## src/hdl/sil_lat_counter.sv

```systemverilog
// down counter that marks when a dispatched instruction becomes visible
`timescale 1ns/100ps
module sil_lat_counter #(
	parameter int W = 8
) (
	input  wire logic         clk,
	input  wire logic         resetn,
	input  wire logic         load,
	input  wire logic [W-1:0] count,
	output logic              busy,
	output logic              done
);

	logic [W-1:0] cnt_reg;
	logic [W-1:0] cnt_next;
	logic         done_next;
	logic         busy_next;

	// a zero count never arms, so unbounded forms stay idle here
	assign cnt_next  = load ? count : (cnt_reg != '0 ? cnt_reg - 1'b1 : cnt_reg);
	assign done_next = !load && (cnt_reg == W'(1));
	assign busy_next = load ? (count != '0) : (cnt_reg > W'(1));

	// dispatch is cycle 0; done rises after count edges
	always_ff @(posedge clk or negedge resetn) begin
		if (!resetn) begin
			cnt_reg <= '0;
			done    <= 1'b0;
			busy    <= 1'b0;
		end else begin
			cnt_reg <= cnt_next;
			done    <= done_next;
			busy    <= busy_next;
		end
	end

endmodule

```

## config.mk

```make
export PLATFORM = sky130hd
export DESIGN_NAME = sil_lat_counter
export DESIGN_NICKNAME = d
export VERILOG_FILES = /design/src/hdl/sil_lat_counter.sv
export SDC_FILE = /design/constraint.sdc
export NUM_CORES = 1
export LEC_CHECK = 0
export BUFFER_PORTS_ARGS = -buffer_cell sky130_fd_sc_hd__buf_2
export CAP_MARGIN = 40
export CORE_MARGIN = 10
export CORE_UTILIZATION = 45
export DETAILED_ROUTE_END_ITERATION = 8
export GPL_TIMING_DRIVEN = 0
export MAX_ROUTING_LAYER = met4
export PLACE_DENSITY = 0.77
export SYNTH_ARGS = -nofsm -noshare
export SYNTH_HDL_FRONTEND = slang
export SYNTH_SLANG_ARGS = --single-unit
export TNS_END_PERCENT = 20
```

## constraint.sdc

```tcl
create_clock -name clk -period 1.6 [get_ports clk]
set_input_delay 0.16 -clock clk [delete_from_list [all_inputs] [get_ports clk]]
set_output_delay 0.16 -clock clk [all_outputs]
set_load 0.01 [all_outputs]
```

==> flow_summary.json, run 1 <==
{
  "run_status": "finished with violations",
  "failed_checks": "negative setup slack",
  "synthFlopType": "sky130_fd_sc_hd__dfrtp_1",
  "crit_path_cell_trace": "buf_6 > or4_4 > or4_4 > a31oi_1",
  "cts.sinks": 10,
  "numCtsBuffers": 3,
  "grt_setup_unrepaired": "true",
  "antennaDiodeCount": 0,
  "antenna_found_initial": 0,
  "critPathMaxFanout": 8,
  "postSynthNetCount": 77,
  "number_of_cells_on_the_critical_path": 4,
  "reg2reg_launch_point": "cnt_reg[3]",
  "drt_initial_violations": 12,
  "grtUsageTotal_pct": 10.0,
  "layout.cells.non_filler": 95,
  "gpl.final_weighted_congestion": 0.849,
  "starting_density_of_the_core_pct": 46.7,
  "finalCriticalPeriod_ns": 1.77,
  "placement.io_buffers": 11,
  "critical_path_arrival_ns": 1.96,
  "timing.slew.headroom_pct": 70.5,
  "vias_in_the_first_global_route": 610,
  "syn_inst": 64,
  "timing.max_cap.violations": 0,
  "drt-pass1-iter-count": 4,
  "vias_per_cell": 6.05,
  "cell_area_after_synthesis_um2": 601,
  "syn-mean-instance-area_um2": 9.38,
  "multiInputGateArea_um2": 327,
  "finalNetCount": 94,
  "worst_skew_pair.late_latency_ns": 0.28,
  "placementRows": 13,
  "worst-slew-pin-transition_ns": 0.442,
  "largest_register_ffs": 8,
  "clkTransAtPathRegs_ns": 0.07,
  "reg2reg_setup_slack_ns": -0.17,
  "drc_errors": 0,
  "wl_met2_um": 640,
  "grt_first_pass_wirelength_mm": 2.59,
  "ys_seq_area_share_pct": 41.7,
  "route.vias.total": 575,
  "critical_path.top_delay_family": "simple AND/OR/NAND/NOR gates",
  "overflow_left_after_global_routing": 0,
  "max_root_sink_buffers": 2,
  "routedLengthMet1_um": 671,
  "endpoint": "cnt_reg[7]",
  "cp.required_ns": 1.79,
  "finalWirelength_mm": 1.44,
  "area_delta_synth_final_pct": 21.9,
  "floorplan.io_pins": 13,
  "nFillCells": 126,
  "final.period_utilization_pct": 111,
  "htreeDepth": 1,
  "routed.top_layer": "met4",
  "max-vdd-ir-drop_v": 0.000536,
  "worst_clock_skew_ns": 0.0101,
  "synth_most_common_cell": "sky130_fd_sc_hd__dfrtp_1",
  "timing_max_transition_violations_final": 0,
  "critPathLaunch": "cnt_reg[3]",
  "critical_path.endpoint_type": "register",
  "power.density_nw_per_um2": 914,
  "synth.largest_area_cell": "sky130_fd_sc_hd__dfrtp_1",
  "yosys-top-cells-count": "10 x sky130_fd_sc_hd__dfrtp_1, 5 x sky130_fd_sc_hd__nor2_1, 4 x sky130_fd_sc_hd__a31oi_1, 4 x sky130_fd_sc_hd__inv_1, 4 x sky130_fd_sc_hd__nor3_1",
  "hold_class": "input pin to register",
  "postSynthRegisterBits": 10,
  "finalSetupViolCount": 4,
  "setup.worst_path.class": "register to register",
  "yosys-top-cells-area": "sky130_fd_sc_hd__dfrtp_1 42%, sky130_fd_sc_hd__a31oi_1 4.2%, sky130_fd_sc_hd__ha_1 4.2%",
  "finalHoldWorstSlack_ns": 0.115,
  "synth_cell_type_count": 31,
  "timing_hold_violations_final": 0,
  "rr_worst_depth": 4,
  "postRouteAntennaNets": 0,
  "cp.buffers_inverters": 1,
  "post-place-cells": 90,
  "crit_path_largest_cell_delay_ns": 0.51,
  "die_area_um2": 3200,
  "timing.critical_path.slowest_stage_cell": "sky130_fd_sc_hd__or4_4",
  "highest_clock_frequency_the_design_can_meet_ghz": 0.564,
  "p_leak_nw": 0.295,
  "grt_max_degree": 11,
  "wl_met3_um": 112,
  "ctsRootBufferMaster": "sky130_fd_sc_hd__clkbuf_4",
  "hold_path_depth": 3,
  "dieHeight_um": 56.5,
  "post_cts_setup_repair_buffer_count": 0,
  "rr_endpoint": "cnt_reg[7]",
  "core_area_um2": 1280,
  "cts_tree": "yes",
  "post-route-worst-setup-slack_ns": -0.172,
  "yosys_warnings": 0,
  "cp_common_cell": "sky130_fd_sc_hd__or4_4",
  "register_area_um2": 251,
  "detailedPlacementHpwl_mm": 1.10,
  "area_share_of_the_largest_cell_type_after_synthesis_pct": 41.7,
  "drive_above_1_share_pct": 26.3,
  "chipWidth_um": 56.5,
  "routed_wire_length_per_instance_um": 15.2,
  "synth_edf_count": 0,
  "start_kind": "register",
  "synthArstFlopShare_pct": 100
}
==> area by class of cell <==
class,count,share of cell area [%]
flip-flops and latches,10,34.4
plain buffers,3,2.56
repair buffers,12,8.89
well taps,15,2.56
multi-input cells,47,44.6
clock buffers,4,4.96
inverters,4,2.05
==> metal layers <==
layer	vias to the layer above	global-route usage (%)
li1	279	-
met2	23	15.2
met1	269	10.8
met3	4	5.39
met4	0	3.78
met5	-	-
==> through the flow <==
stage                     setup TNS [ns]  util, %  worst slack (ns)  cell area [µm²]  power [mW]
after floorplan                  -0.0671        -           -0.0671              601       0.393
after global placement            -0.326     52.5            -0.136              674       0.431
after detailed placement          -0.397     52.5            -0.151              674       0.436
after CTS                         -0.572     56.4            -0.177              724       0.670
after global routing              -0.760     57.0            -0.236              732       0.709
final                             -0.405     57.0            -0.172              732       0.669
==> logic make-up (layout without fill, tap and decap cells) <==
group           Yosys count  after routing  share of synthesized area [%]
flops                    10             10                           41.7
buf+inv                   7             23                           5.62
fa+ha+maj                 2              2                           4.17
compound gates           19             19                           22.9
xor+xnor                  1              1                           1.46
simple gates             25             25                           24.2
==> cell usage in the layout, fill, tap and decap left out, types with 2 or more instances in the layout <==
cell                        instances
sky130_fd_sc_hd__nand2_1            2
sky130_fd_sc_hd__buf_2             11
sky130_fd_sc_hd__o31ai_1            2
sky130_fd_sc_hd__nor2b_1            2
sky130_fd_sc_hd__or4_4              2
sky130_fd_sc_hd__inv_1              4
sky130_fd_sc_hd__clkbuf_1           2
sky130_fd_sc_hd__a2bb2oi_1          2
sky130_fd_sc_hd__nor2_1             5
sky130_fd_sc_hd__ha_1               2
sky130_fd_sc_hd__nand2b_1           2
sky130_fd_sc_hd__o21ai_0            3
sky130_fd_sc_hd__clkbuf_4           3
sky130_fd_sc_hd__a21oi_1            2
sky130_fd_sc_hd__nor3_1             4
sky130_fd_sc_hd__a31oi_1            4
sky130_fd_sc_hd__dfrtp_1            9
==> timing repair <==
action / CTS / global route
setup endpoints to repair: 6 / 7
hold buffers: 1 / 0
hold endpoints to repair: 10 / 0
pin swaps: 0 / 1
resized for setup: 1 / 2
==> worst min-delay path: stages <==
cell and delay [ns]:
sky130_fd_sc_hd__buf_2 0.09, sky130_fd_sc_hd__nand2_1 0.05, sky130_fd_sc_hd__o31ai_1 0.06
==> worst min path at each step <==
| stage | start | to | slack [ns] |
|---|---|---|---|
| after CTS | count[3] | cnt_reg[3] | 0.11 |
| final | count[3] | cnt_reg[3] | 0.11 |
| after floorplan | resetn | busy | -0.14 |
| after global routing | count[2] | cnt_reg[2] | 0.15 |
| after detailed placement | resetn | done | 0.03 |
| after global placement | resetn | done | 0.03 |
==> power by group <==
| part | internal (mW) | switching [mW] |
|---|---|---|
| Clock | 0.138 | 0.0926 |
| Combinational | 0.0619 | 0.0661 |
| Sequential | 0.276 | 0.0336 |
Power figures use the tool's default switching activity.
==> run 2, diff against run 1 <==
ABC_AREA = 1   (was unset)
CELL_PAD_IN_SITES_DETAIL_PLACEMENT = 1   (was unset)
CELL_PAD_IN_SITES_GLOBAL_PLACEMENT = 2   (was unset)
CORE_UTILIZATION = 25   (was 45)
PLACE_DENSITY = 0.76   (was 0.77)
==> run 2 against run 1 <==
Against the previous run:
- the flow now finishes without violations
- die area increased by 54%
- sequential share of layout area is 1.4 points lower
- clock skew shrank 0.0085 ns
- utilization down 26 points
- register-to-register slack better by 0.34 ns
- critical path type unchanged
==> flow_summary.json, run 2 <==
{
  "area_share_of_the_largest_cell_type_after_synthesis_pct": 39.8,
  "htreeDepth": 1,
  "drc_errors": 0,
  "drt_initial_violations": 6,
  "grt_first_pass_wirelength_mm": 2.95,
  "floorplan.io_pins": 13,
  "gpl.final_weighted_congestion": 0.814,
  "ctsRootBufferMaster": "sky130_fd_sc_hd__clkbuf_4",
  "critical_path_arrival_ns": 1.58,
  "clkTransAtPathRegs_ns": 0.06,
  "syn_inst": 87,
  "syn-mean-instance-area_um2": 7.22,
  "timing.max_cap.violations": 0,
  "ys_seq_area_share_pct": 39.8,
  "layout.cells.non_filler": 133,
  "core_area_um2": 2430,
  "grt_max_degree": 11,
  "finalWirelength_mm": 1.73,
  "post_cts_setup_repair_buffer_count": 0,
  "synthArstFlopShare_pct": 100,
  "worst-slew-pin-transition_ns": 0.440,
  "multiInputGateArea_um2": 337,
  "post-place-cells": 129,
  "antenna_found_initial": 0,
  "globalRoute.busiestLayer": "met2",
  "synthFlopType": "sky130_fd_sc_hd__dfrtp_1",
  "run_status": "complete, no violations",
  "final.period_utilization_pct": 89.5,
  "globalRouteMet1Util_pct": 7.95,
  "highest_clock_frequency_the_design_can_meet_ghz": 0.698,
  "placementRows": 18,
  "worst_clock_skew_ns": 0.00163,
  "detailedPlacementHpwl_mm": 1.46,
  "layout.core_utilization_pct": 31.2,
  "postSynthRegisterBits": 10,
  "routed_wire_length_per_instance_um": 13.0,
  "design_area_um2": 758,
  "grtUsageTotal_pct": 7.61,
  "mostFrequentLayoutCells": "25 x sky130_fd_sc_hd__nand2_1, 12 x sky130_fd_sc_hd__buf_2, 11 x sky130_fd_sc_hd__nor2_1, 10 x sky130_fd_sc_hd__inv_1, 10 x sky130_fd_sc_hd__dfrtp_1",
  "critPathMaxFanout": 5,
  "finalNetCount": 118,
  "synth_edf_count": 0,
  "rr_endpoint": "cnt_reg[1]",
  "cts.sinks": 10,
  "yosys-top-cells-count": "25 x sky130_fd_sc_hd__nand2_1, 11 x sky130_fd_sc_hd__nor2_1, 10 x sky130_fd_sc_hd__dfrtp_1, 10 x sky130_fd_sc_hd__inv_1, 7 x sky130_fd_sc_hd__o21ai_1",
  "synth.largest_area_cell": "sky130_fd_sc_hd__dfrtp_1",
  "placement.io_buffers": 12,
  "power.density_nw_per_um2": 882,
  "yosys_warnings": 0,
  "finalSetupViolCount": 0,
  "met3_usage_pct": 1.27,
  "start_kind": "register",
  "drt-pass1-iter-count": 3,
  "max_root_sink_buffers": 2,
  "synth_cell_type_count": 18,
  "timing_hold_violations_final": 0,
  "vias_in_the_first_global_route": 647,
  "dieHeight_um": 70.1,
  "yosys-top-cells-area": "sky130_fd_sc_hd__dfrtp_1 40%, sky130_fd_sc_hd__nand2_1 15%, sky130_fd_sc_hd__nor2_1 6.6%",
  "hold_class": "input pin to register",
  "min-delay-start": "count[5]",
  "largest_register_ffs": 8,
  "area_delta_synth_final_pct": 20.7,
  "max-vdd-ir-drop_v": 0.000374,
  "rr_worst_depth": 7,
  "postSynthNetCount": 100,
  "grt_setup_unrepaired": "false",
  "starting_density_of_the_core_pct": 25.8,
  "cts_tree": "yes",
  "timing_max_transition_violations_final": 0,
  "hold_path_depth": 3,
  "worst_skew_pair.late_latency_ns": 0.27,
  "drive_above_1_share_pct": 20.4,
  "nFillCells": 317,
  "post-layout-total-power_mw": 0.669,
  "reg2reg_setup_slack_ns": 0.17,
  "timing.slew.headroom_pct": 70.7,
  "chipWidth_um": 70.1,
  "setup.worst_path.class": "register to register",
  "post_cts_hold_buffer_count": 1,
  "reg2reg_launch_point": "cnt_reg[0]",
  "placed_cell_area_um2": 726,
  "fin_tns_setup_ns": 0,
  "postRouteAntennaNets": 0,
  "antennaDiodeCount": 0,
  "register_area_um2": 250,
  "synth_most_common_cell": "sky130_fd_sc_hd__nand2_1",
  "route.vias.total": 623,
  "finalCriticalPeriod_ns": 1.43,
  "layout.cells.most_common": "sky130_fd_sc_hd__nand2_1",
  "cp.required_ns": 1.75,
  "cts_resized": 0,
  "numCtsBuffers": 3,
  "vias_per_cell": 4.68,
  "grt_use_met2_pct": 12.8,
  "p_leak_nw": 0.389,
  "critical_path.endpoint_type": "register",
  "die_area_um2": 4920,
  "cell_area_after_synthesis_um2": 628,
  "overflow_left_after_global_routing": 0,
  "worstHoldEndpoint": "cnt_reg[5]"
}
==> run 2: cell count changes after synthesis, sizes merged, moves of 2 or more <==
cell / delta
o21ai: +7
nand4: +3
nand3: +3
a2bb2oi: -2
or4: -2
nand2: +26
nor2b: -2
a31oi: -4
inv: +6
o31ai: -2
nand2b: -2
nor3: -4
nor2: +9
==> run 2: layout make-up <==
type,instances,share of cell area [%]
Sequential cell,10,33.0
Tap cell,30,4.95
Inverter,10,4.95
Multi-Input combinational cell,66,44.4
Timing Repair Buffer,13,9.24
Buffer,1,0.495
Clock buffer,3,2.97
==> run 2: power breakdown <==
part | internal [mW] | total (mW) | switching (mW) | leakage [nW]
sequential | 0.282 | 0.316 | 0.0345 | 0.120
combinational | 0.0678 | 0.179 | 0.111 | 0.255
clock | 0.0870 | 0.174 | 0.0866 | 0.0138
total | 0.437 | 0.669 | 0.232 | 0.389
==> run 2: metrics by stage <==
step,hold WS (ns),setup slack [ns]
detailed placement,0.0427,0.173
CTS,0.114,0.160
global route,0.127,0.0682
finish,0.111,0.167
global placement,0.0369,0.183
floorplan,-0.136,0.359
==> run 2: worst max-delay path by stage <==
stage / startpoint / to / slack, ns / cells past startpoint
after floorplan: cnt_reg[0] / cnt_reg[4] / 0.36 / 7
after global placement: cnt_reg[0] / cnt_reg[4] / 0.18 / 7
after detailed placement: cnt_reg[0] / cnt_reg[1] / 0.17 / 7
after CTS: cnt_reg[0] / cnt_reg[1] / 0.16 / 7
after global routing: cnt_reg[0] / cnt_reg[7] / 0.07 / 7
final: cnt_reg[0] / cnt_reg[1] / 0.17 / 7
==> run 2: cells by family (layout without fill, tap and decap cells) <==
logic type | after synthesis | in the layout | synth area share (%)
compound gates | 11 | 11 | 8.76
xor+xnor | 2 | 2 | 2.79
fa+ha+maj | 2 | 2 | 3.98
buf+inv | 11 | 27 | 6.57
flops | 10 | 10 | 39.8
simple gates | 51 | 51 | 38.0
==> run 2: critical path, stage by stage, from the launching register on <==
cell and delay, ns:
sky130_fd_sc_hd__dfrtp_1 0.40, sky130_fd_sc_hd__inv_1 0.12, sky130_fd_sc_hd__ha_1 0.33, sky130_fd_sc_hd__nand2_4 0.10, sky130_fd_sc_hd__nor2_4 0.13, sky130_fd_sc_hd__nand2_2 0.09
sky130_fd_sc_hd__nand2_1 0.08, sky130_fd_sc_hd__o21ai_1 0.07
==> run 2: layer usage <==
layer | routed length [µm] | vias up
li1 | - | 309
met1 | 764 | 302
met4 | 44 | 0
met3 | 30 | 4
met2 | 893 | 8
met5 | 0 | -
